File: src/logic/dthri_pkg.sv
// Constants shared by both ends of the tone transceiver host port.
// Assumes a single 250 MHz clock shared by host controller and device.
// Contract
// - Host performs software reset after power-up
// - Reset: read, 0,0, 8, 0 writes, read
// - Select high control/status, low transmit/receive
// - Read: rw high, or rd low wr high
// - Host writes 1101 to first control register
// - Second control register zero selects burst
// - Digit sent by writing code to transmit
// - Burst mode: tone burst then equal pause
// - Host waits interrupt or polls, reads status
// - Status bit1 means transmitter ready
// - Status bit2 means tone received
// - Both set: read receive, then write transmit
// - Ready no sooner than 100 ms after write
// - Extended burst doubles delay to 200 ms
// - Select bit redirects next control write once
// - Status read clears flags; irq follows them
// - Call progress mode extends burst timing
// - Interrupt low on receive or transmit ready
package dthri_pkg;
    localparam int unsigned CLK_HZ        = 250_000_000;
    localparam int unsigned BURST_MS      = 100;
    localparam int unsigned EXT_BURST_MS  = 200;
    localparam longint unsigned BURST_CYCLES =
        (longint'(CLK_HZ) * BURST_MS) / 1000;
    localparam longint unsigned EXT_CYCLES =
        (longint'(CLK_HZ) * EXT_BURST_MS) / 1000;
    // Control register A bits
    localparam int CA_TONE  = 0;
    localparam int CA_CP    = 1;
    localparam int CA_IRQ   = 2;
    localparam int CA_SEL   = 3;
    // Control register B bits
    localparam int CB_BURST = 0;
    localparam int CB_RXPWR = 1;
    // Status bits
    localparam int ST_IRQ   = 0;
    localparam int ST_TXRDY = 1;
    localparam int ST_RXFUL = 2;
    localparam int ST_DSTEER = 3;
    localparam logic [3:0] NIB_ZERO   = 4'h0;
    localparam logic [3:0] CTL_RESET  = 4'h8;
    localparam logic [3:0] CTL_A_INIT = 4'hD;
    localparam logic [3:0] CTL_B_INIT = 4'h0;
endpackage

File: src/logic/dthri_if.sv
// Parallel port between host controller and tone transceiver.
// Both ends run on the same clock; the bench drives nothing here.
`timescale 1ns/1ps
interface dthri_if;
    logic       registerSelectLine;
    logic       busStyleStrobe;   // 1: separate read/write strobes, 0: rw level
    logic       rwLevel;
    logic       rdStrobeN;
    logic       wrStrobeN;
    logic       csN;
    logic [3:0] dataToDev;
    logic [3:0] dataFromDev;
    logic       dataFromDevOe;
    logic       irqN;
    modport device (input registerSelectLine, busStyleStrobe, rwLevel, rdStrobeN,
                    wrStrobeN, csN, dataToDev, output dataFromDev, dataFromDevOe, irqN);
    modport host (output registerSelectLine, busStyleStrobe, rwLevel, rdStrobeN,
                  wrStrobeN, csN, dataToDev, input dataFromDev, dataFromDevOe, irqN);
endinterface

File: src/logic/dthri_burst_timer.sv
// Burst-and-pause timer; pulses done when the full period has elapsed.
// Start restarts the count; assumes start is a single-cycle pulse.
`timescale 1ns/1ps
module dthri_burst_timer
    import dthri_pkg::*;
#(
    parameter longint unsigned NORMAL_CYCLES = BURST_CYCLES,
    parameter longint unsigned EXTEND_CYCLES = EXT_CYCLES
) (
    // Clock and reset
    input  wire logic sys_clk,
    input  wire logic srst,
    // Control
    input  wire logic start,
    input  wire logic extended,
    // Result
    output logic      busy,
    output logic      done,
    output logic      firstHalf
);
    logic [31:0] count;
    logic [31:0] limit;

    // Extended mode doubles the whole burst plus pause
    assign limit = extended ? 32'(EXTEND_CYCLES) : 32'(NORMAL_CYCLES);

    // Tone for the first half of the period, pause of equal length after it
    assign firstHalf = busy && (count <= (limit >> 1));

    // Counter runs while a burst or pause is in progress
    always_ff @(posedge sys_clk) begin
        if (srst) begin
            count <= 32'h0;
            busy  <= 1'b0;
            done  <= 1'b0;
        end else begin
            done <= 1'b0;
            if (start) begin
                count <= 32'h1;
                busy  <= 1'b1;
            end else if (busy) begin
                if (count >= limit) begin
                    busy <= 1'b0;
                    done <= 1'b1;
                end else begin
                    count <= count + 32'h1;
                end
            end
        end
    end
endmodule

File: src/logic/dthri_device.sv
// Device end: control, status, transmit and receive registers.
// Tone generation and detection are outside; received digits arrive on rxValid.
`timescale 1ns/1ps
module dthri_device
    import dthri_pkg::*;
#(
    parameter longint unsigned NORMAL_CYCLES = BURST_CYCLES,
    parameter longint unsigned EXTEND_CYCLES = EXT_CYCLES
) (
    // Clock and reset
    input  wire logic  sys_clk,
    input  wire logic  srst,
    // Host port
    dthri_if.device    port,
    // Detector side
    input  wire logic  rxValid,
    input  wire logic [3:0] rxCode,
    input  wire logic  rxAbsent,
    // Transmitter side
    output logic [3:0] txCode,
    output logic       txToneOn,
    output logic       tone_output_enable,
    output logic       call_progress_select,
    output logic       receiver_power_control,
    output logic [3:0] ctrlB
);
    logic [3:0] ctrlA;
    logic       second_control_select;
    logic [3:0] rxData;
    logic       flagTx;
    logic       flagRx;
    logic       steer;
    logic       rdReq;
    logic       wrReq;
    logic       rdD;
    logic       wrD;
    logic       rdPulse;
    logic       wrPulse;
    logic       timerBusy;
    logic       timerDone;
    logic       toneHalf;
    logic       burstMode;

    // Either bus style decodes to one read and one write level
    assign rdReq = !port.csN && (port.busStyleStrobe ?
                   (!port.rdStrobeN && port.wrStrobeN) : port.rwLevel);
    assign wrReq = !port.csN && (port.busStyleStrobe ?
                   (port.rdStrobeN && !port.wrStrobeN) : !port.rwLevel);

    // Act once per access, on the leading edge of the strobe
    always_ff @(posedge sys_clk) begin
        if (srst) begin
            rdD <= 1'b0;
            wrD <= 1'b0;
        end else begin
            rdD <= rdReq;
            wrD <= wrReq;
        end
    end
    assign rdPulse = rdReq && !rdD;
    assign wrPulse = wrReq && !wrD;
    assign burstMode = !ctrlB[CB_BURST];

    // Control writes; the select bit steers only the next write
    always_ff @(posedge sys_clk) begin
        if (srst) begin
            ctrlA <= NIB_ZERO;
            ctrlB <= NIB_ZERO;
            second_control_select <= 1'b0;
        end else if (wrPulse && port.registerSelectLine) begin
            if (second_control_select) begin
                ctrlB <= port.dataToDev;
                second_control_select <= 1'b0;
            end else begin
                ctrlA <= port.dataToDev;
                second_control_select <= port.dataToDev[CA_SEL];
            end
        end
    end

    assign tone_output_enable     = ctrlA[CA_TONE];
    assign call_progress_select   = ctrlA[CA_CP];
    assign receiver_power_control = ctrlB[CB_RXPWR];

    // Transmit register is cleared while the transmitter is powered down
    always_ff @(posedge sys_clk) begin
        if (srst) begin
            txCode <= NIB_ZERO;
        end else if (!ctrlA[CA_TONE]) begin
            txCode <= NIB_ZERO;
        end else if (wrPulse && !port.registerSelectLine) begin
            txCode <= port.dataToDev;
        end
    end

    dthri_burst_timer #(
        .NORMAL_CYCLES (NORMAL_CYCLES),
        .EXTEND_CYCLES (EXTEND_CYCLES)
    ) u_timer (
        .sys_clk  (sys_clk),
        .srst     (srst),
        .start    (wrPulse && !port.registerSelectLine && burstMode && ctrlA[CA_TONE]),
        .extended (ctrlA[CA_CP]),
        .busy      (timerBusy),
        .done      (timerDone),
        .firstHalf (toneHalf)
    );

    // In burst mode tone stays on for the first half, pause for the second; outside burst mode it stays on
    assign txToneOn = ctrlA[CA_TONE] && (burstMode ? toneHalf : 1'b1);

    // Transmit ready: hardware set wins over the clearing status read
    always_ff @(posedge sys_clk) begin
        if (srst) begin
            flagTx <= 1'b0;
        end else if (timerDone && burstMode) begin
            flagTx <= 1'b1;
        end else if ((rdPulse && port.registerSelectLine) || !burstMode) begin
            flagTx <= 1'b0;
        end
    end

    // Receive full and its data; a tone landing on the clearing read still sets
    always_ff @(posedge sys_clk) begin
        if (srst) begin
            flagRx <= 1'b0;
            rxData <= NIB_ZERO;
        end else if (rxValid && !ctrlA[CA_CP]) begin
            flagRx <= 1'b1;
            rxData <= rxCode;
        end else if (rdPulse && port.registerSelectLine) begin
            flagRx <= 1'b0;
        end
    end

    // Delayed steering follows detector presence and absence
    always_ff @(posedge sys_clk) begin
        if (srst) begin
            steer <= 1'b0;
        end else if (rxValid) begin
            steer <= 1'b0;
        end else if (rxAbsent) begin
            steer <= 1'b1;
        end
    end

    // Read data is captured as the read begins, before that read clears the flags
    always_ff @(posedge sys_clk) begin
        if (srst) begin
            port.dataFromDev <= NIB_ZERO;
        end else if (rdPulse) begin
            port.dataFromDev <= port.registerSelectLine ?
                {steer, flagRx, flagTx, flagTx | flagRx} : rxData;
        end
    end
    assign port.dataFromDevOe = rdReq && rdD;

    // Open-drain interrupt, low while enabled in DTMF mode and a flag stands
    assign port.irqN = !(ctrlA[CA_IRQ] && !ctrlA[CA_CP] && (flagTx || flagRx));
endmodule

File: src/flat_wrapper.sv
// flat-port wrapper written by rule: the top's interface ports become plain ports
module dthri_device_flat import dthri_pkg::*;
#(
    parameter longint unsigned NORMAL_CYCLES = BURST_CYCLES,
    parameter longint unsigned EXTEND_CYCLES = EXT_CYCLES
)
  (sys_clk, srst, rxValid, rxCode, rxAbsent, txCode, txToneOn, tone_output_enable, call_progress_select, receiver_power_control, ctrlB, port_registerSelectLine, port_busStyleStrobe, port_rwLevel, port_rdStrobeN, port_wrStrobeN, port_csN, port_dataToDev, port_dataFromDev, port_dataFromDevOe, port_irqN);
  dthri_if port_i ();
  input  wire logic sys_clk;
  input  wire logic srst;
  input  wire logic rxValid;
  input  wire logic [3:0] rxCode;
  input  wire logic rxAbsent;
  output logic [3:0] txCode;
  output logic txToneOn;
  output logic tone_output_enable;
  output logic call_progress_select;
  output logic receiver_power_control;
  output logic [3:0] ctrlB;
  input wire logic [$bits(port_i.registerSelectLine)-1:0] port_registerSelectLine;
  input wire logic [$bits(port_i.busStyleStrobe)-1:0] port_busStyleStrobe;
  input wire logic [$bits(port_i.rwLevel)-1:0] port_rwLevel;
  input wire logic [$bits(port_i.rdStrobeN)-1:0] port_rdStrobeN;
  input wire logic [$bits(port_i.wrStrobeN)-1:0] port_wrStrobeN;
  input wire logic [$bits(port_i.csN)-1:0] port_csN;
  input wire logic [$bits(port_i.dataToDev)-1:0] port_dataToDev;
  output wire logic [$bits(port_i.dataFromDev)-1:0] port_dataFromDev;
  output wire logic [$bits(port_i.dataFromDevOe)-1:0] port_dataFromDevOe;
  output wire logic [$bits(port_i.irqN)-1:0] port_irqN;
  assign port_i.registerSelectLine = port_registerSelectLine;
  assign port_i.busStyleStrobe = port_busStyleStrobe;
  assign port_i.rwLevel = port_rwLevel;
  assign port_i.rdStrobeN = port_rdStrobeN;
  assign port_i.wrStrobeN = port_wrStrobeN;
  assign port_i.csN = port_csN;
  assign port_i.dataToDev = port_dataToDev;
  assign port_dataFromDev = port_i.dataFromDev;
  assign port_dataFromDevOe = port_i.dataFromDevOe;
  assign port_irqN = port_i.irqN;
  dthri_device #(.NORMAL_CYCLES(NORMAL_CYCLES), .EXTEND_CYCLES(EXTEND_CYCLES)) u_core (.sys_clk(sys_clk), .srst(srst), .port(port_i), .rxValid(rxValid), .rxCode(rxCode), .rxAbsent(rxAbsent), .txCode(txCode), .txToneOn(txToneOn), .tone_output_enable(tone_output_enable), .call_progress_select(call_progress_select), .receiver_power_control(receiver_power_control), .ctrlB(ctrlB));
endmodule
File: config.mk
export PLATFORM = sky130hd
export DESIGN_NAME = dthri_device_flat
export DESIGN_NICKNAME = d
export VERILOG_FILES = /design/src/logic/dthri_pkg.sv /design/src/logic/dthri_if.sv /design/src/logic/dthri_burst_timer.sv /design/src/logic/dthri_device.sv /design/src/flat_wrapper.sv
export SDC_FILE = /design/constraint.sdc
export NUM_CORES = 1
export LEC_CHECK = 0
export BUFFER_PORTS_ARGS = -buffer_cell sky130_fd_sc_hd__buf_2
export CELL_PAD_IN_SITES_DETAIL_PLACEMENT = 1
export CELL_PAD_IN_SITES_GLOBAL_PLACEMENT = 1
export CORE_ASPECT_RATIO = 0.6
export CORE_MARGIN = 2
export CORE_UTILIZATION = 44
export CTS_CLUSTER_DIAMETER = 200
export CTS_CLUSTER_SIZE = 25
export DETAILED_ROUTE_END_ITERATION = 10
export PLACE_DENSITY = 0.84
export SYNTH_ARGS = -nofsm -noshare
export SYNTH_HDL_FRONTEND = slang
export SYNTH_HIERARCHICAL = 1
export SYNTH_SLANG_ARGS = --single-unit
File: constraint.sdc
create_clock -name sys_clk -period 3.3 [get_ports sys_clk]
set_input_delay 0.165 -clock sys_clk [delete_from_list [all_inputs] [get_ports sys_clk]]
set_output_delay 0.165 -clock sys_clk [all_outputs]
set_load 0.02 [all_outputs]
== Word-level counts from Yosys, hierarchy flattened ==
Cells that the tools add are included.

* Multiplexer cells: 17
* Eq/ne operators: 1
* Bitwise operators: 5
* Reductions and logical operators: 41
* Order comparisons: 2
* $add $sub $neg: 1

{| class="wikitable"
|+ Operators with widths
! operator !! count
|-
| 32-bit by 1-bit adder with 32-bit output, second input constant || 1
|-
| 32-bit by 26-bit >= comparator with 1-bit output || 1
|-
| 32-bit by 25-bit <= comparator with 1-bit output || 1
|-
| 26-bit 2-to-1 mux || 1
|-
| 1-bit logical AND || 18
|-
| 1-bit 2-to-1 mux || 15
|-
| 1-bit logical NOT || 10
|-
| 2-bit AND reduction || 4
|-
| 2-bit nonzero test || 3
|-
| 2-bit OR reduction || 3
|-
| 4-bit 2-to-1 mux || 1
|-
| 1-bit NOT || 4
|-
| 3-bit OR reduction || 1
|-
| 1-bit logical OR || 2
|-
| 2-bit != test, second input constant || 1
|-
| 1-bit bitwise OR || 1
|}

* Logic and storage cells: 82
* Flip-flop bits (word level): 59
* Bits of input ports: 18

== Longest topological paths before layout ==
* Depth after elaboration: 10
* Gate-level depth with buffers: 9

== By module ==
The synthesis kept the hierarchy.

{| class="wikitable"
|+ By module, submodules not included
! module !! area each (um^2) !! cells each !! instances !! sequential area each (um^2)
|-
| dthri_burst_timer || 2,112.0 || 251 || 1 || 680.7
|-
| dthri_device || 1,184.9 || 120 || 1 || 500.5
|}

== Least setup slack after synthesis ==
OpenSTA, ideal clock, no wires.

* Path kind: flip-flop to flip-flop
* Start point: reg u_core.ctrlA[1]
* End point: reg u_core.u_timer.count[26]
* Period minus slack after synthesis: 2.840 ns
* Stages on the path, launching flop included: 10
* Setup time: 0.117 ns
* Slack: 0.460 ns
* Arrival: 2.723 ns
* Required time: 3.183 ns
* Cells stage by stage: dfxtp_1 > inv_1 > ha_1 > nand4b_1 > nor3_1 > nand3_1 > o21ai_0 > buf_2 > nor2_1 > a22o_1

* Cells in the longest elaborated chain, start to end: 4

{| class="wikitable"
|+ Ends and longest elaborated chain
! element !! line !! RTL
|-
| start: declaration || dthri_device.sv:27 || <nowiki>logic [3:0] ctrlA;</nowiki>
|-
| start signal: assignment || dthri_device.sv:75 || <nowiki>ctrlA <= port.dataToDev;</nowiki>
|-
| 26-bit 2-to-1 mux || dthri_burst_timer.sv:25 || <nowiki>assign limit = extended ? 32'(EXTEND_CYCLES) : 32'(NORMAL_CYCLES);</nowiki>
|-
| 32-bit by 26-bit >= comparator with 1-bit output || dthri_burst_timer.sv:42 || <nowiki>if (count >= limit) begin</nowiki>
|-
| 1-bit NOT (no line) || n/a ||
|-
| 2-bit AND reduction (no line) || n/a ||
|-
| end signal: assignment || dthri_burst_timer.sv:46 || <nowiki>count <= count + 32'h1;</nowiki>
|-
| end: declaration || dthri_burst_timer.sv:21 || <nowiki>logic [31:0] count;</nowiki>
|}

No other way between the ends.
A chain may end at the register's enable or synchronous reset.

== Worst setup path after layout ==
* Start point: reg u_core.ctrlA[1]
* End point: out txToneOn

* Cells in the longest elaborated chain, start to end: 5

{| class="wikitable"
|+ Ends and longest elaborated chain
! element !! line !! RTL
|-
| 26-bit 2-to-1 mux || dthri_burst_timer.sv:25 ||
|-
| 32-bit by 25-bit <= comparator with 1-bit output || dthri_burst_timer.sv:28 || <nowiki>assign firstHalf = busy && (count <= (limit >> 1));</nowiki>
|-
| 1-bit logical AND || dthri_burst_timer.sv:28 ||
|-
| named net u_core.toneHalf || dthri_device.sv:41 || <nowiki>logic toneHalf;</nowiki>
|-
| 1-bit 2-to-1 mux || dthri_device.sv:110 || <nowiki>assign txToneOn = ctrlA[CA_TONE] && (burstMode ? toneHalf : 1'b1);</nowiki>
|-
| 1-bit logical AND || dthri_device.sv:110 ||
|-
| end: declaration || flat_wrapper.sv:15 || <nowiki>output logic txToneOn;</nowiki>
|}

The timed path passes the listed nets, and every way through them passes these cells.

==> results.yml <==
route:
  drt_pass1_iterations: 4
  avgViaCountPerCell: 5.80
  final_antenna_net_count: 0
  routed_wl_mm: 9.45
  drt_iter0_markers: 207
  wl_per_cell_um: 18.4
  via_count: 2986
  route.detailed.drc: 0
die:
  dieArea_um2: 8220
  die_x_um: 116
  start_util: 0.454
  die_h_um: 71.1
  core-area_um2: 7270
  num_rows: 24
  io_pins: 36
grt:
  grt_overflow: 0
  grt_antenna_before_repair: 0
  grt_pass1_vias: 3037
  grt_pass1_wl_mm: 15.7
  grt_max_degree: 41
  grtUsageTotal: 0.246
finish:
  diodes: 0
  drive_gt1_frac: 0.148
  fillers: 876
  seqCellArea_um2: 1180
  nets: 447
  syn_to_final_growth_pct: 17.0
  multiInputGateArea_um2: 1990
  layout.cells.non_filler: 515
timing:
  min_period_ns: 3.07
  maxSlewViolCount: 0
  fmax_mhz: 326
  min_period_over_period: 0.930
  max_slew_margin: 0.334
  skew_ns: 0.00470
  finalSetupViolCount: 0
  worst_slew_pin_slew_ns: 0.996
  hold_violations: 0
  rsz0062_at_grt: "no"
  fin_tns_setup_ns: 0
  hold_ws_ns: 0.0242
worst_setup_path:
  critPathMaxFanout: 12
  startpoint_type: "flip-flop"
  regToRegSetupSlack_ns: 0.40
  crit_type: "reg2out"
  cp.arrival_ns: 2.91
  timing.rr.end: "u_core/u_timer/count[13]"
  worstPathRequired_ns: 3.13
  reg2reg_from: "u_core/ctrlA[1]"
  rr_worst_depth: 8
  end_kind: "primary output"
power_and_ir_drop:
  peakVddDrop_mv: 0.371
  power_w: 0.00177
  power.density_nw_per_um2: 459
  p_leak_nw: 1.51
synth:
  synth_area_leader_cell: "dfxtp_1"
  ys.flop_type: "dfxtp_1"
  syn_inst: 371
  synth_area_leaders: "dfxtp_1, ha_1, mux2i_1"
  async_flop_share: 0
  synthesis.area_um2: 3300
  yosys-top-cells-count: "dfxtp_1, a21oi_1, nand2_1"
  synth-edff-count: 0
  ys_seq_area_frac: 0.358
  synth_warnings: 6
  avgSynthCellArea_um2: 8.89
  synth_top_area_share: 0.358
  ys_types: 55
  synthMostInstantiatedCell: "dfxtp_1"
  ys_ff_latch: 59
  synth.net_count: 411
hold_path:
  worstHoldPathType: "in2reg"
  min_path_cells: 2
  hp-start: "rxValid"
  worstHoldEndpoint: "u_core/steer"
clock_network:
  clock_latency_ns: 0.33
  cts_tree: "built"
  cts_hold_buf: 0
  cts_root_buf: "clkbuf_16"
  clk_pin_slew_worst_paths_ns: 0.05
  cts_setup_buffers: 0
  clockBufferDepth: 2
  htree_levels: 3
  cts_made_buffers: 9
  cts.sinks: 59
  cts_resized: 0
placed_design:
  place.gp.congestion: 0.923
  port_buffers: 35
  dp_hpwl_mm: 6.87
  dp.cells: 500
run_status:
  status: "finished, final reports clean"
job:
  maxCapViolations: 0
worst max-delay path: stages, from the launching register on:
cell      delay, ns
dfxtp_1        0.31
inv_1          0.34
ha_1           0.34
or4_1          0.58
nor4_1         0.35
a221oi_1       0.17
a21o_1         0.19
o21a_1         0.16
buf_2          0.15
logic make-up (layout without fill, tap and decap cells):
group	Yosys count	in the layout	share of synthesized area
AOI/OAI and AO/OA	75	75	0.158
xor gates and xnor gates	2	2	0.00531
adders and majority gates	22	22	0.0835
buffers and inverters	30	70	0.0387
DFF	59	59	0.358
muxes	24	24	0.0740
and+or+nand+nor	159	159	0.282
where the power goes:
group	internal [W]	switching, W
combinational	0.0000393	0.0000624
clock	0.000620	0.000317
sequential	0.000723	0.00000665
how the worst max path moves through the flow:
stage,depth (start not counted),end,from,slack [ns]
4_1_cts,8,txToneOn,u_core/ctrlA[1],0.27
5_1_grt,8,txToneOn,u_core/ctrlA[1],0.08
3_3_place_gp,8,u_core/u_timer/count[11],u_core/ctrlA[1],0.66
6_report,8,txToneOn,u_core/ctrlA[1],0.23
2_1_floorplan,9,u_core/u_timer/count[26],u_core/ctrlA[1],0.46
3_5_place_dp,8,u_core/u_timer/count[13],u_core/ctrlA[1],0.45
placed cells by master (no fill, tap or decap), types with 7 or more instances in the layout:
cell type / count
a21oi_1: 26
and2_1: 7
buf_2: 35
clkbuf_16: 9
dfxtp_1: 59
ha_1: 22
inv_1: 17
mux2i_1: 21
nand2_1: 25
nand2b_1: 15
nand3_1: 15
nand4_1: 9
nor2_1: 22
nor2b_1: 7
nor3_1: 7
o21ai_0: 13
or3_1: 16
or4_1: 9
per-stage QoR:
stage          cell area (µm²)  utilization  setup WS, ns
2_1_floorplan             3300            -         0.460
3_3_place_gp              3560        0.490         0.658
3_5_place_dp              3560        0.490         0.451
4_1_cts                   3860        0.531         0.269
5_1_grt                   3860        0.531        0.0801
6_report                  3860        0.531         0.230
sequential cells by signal, indices dropped and copies added (netlist names):
| register | cells |
|---|---|
| u_core/flagTx | 1 |
| u_core/rxData | 4 |
| u_core/port.dataFromDev | 4 |
| u_core/steer | 1 |
| u_core/u_timer/done | 1 |
| u_core/second_control_select | 1 |
| u_core/u_timer/count | 32 |
| u_core/rdD | 1 |
| u_core/txCode | 4 |
| u_core/flagRx | 1 |
| u_core/u_timer/busy | 1 |
| u_core/ctrlB | 4 |
| u_core/wrD | 1 |
| u_core/ctrlA | 3 |
metal layers:
metal	GRT usage	wire [µm]
met1	0.372	4860
met2	0.350	3960
met3	0.0677	598
met4	0.0437	31
met5	0	0
cell type report:
type,count,area share
multi-input combinational,282,0.516
clock buffer,13,0.0675
clock inverter,2,0.00909
tap,104,0.0337
sequential,59,0.306
timing repair buffer,38,0.0513
inverter,17,0.0165
Note: power is estimated with default switching activity, not from simulation.
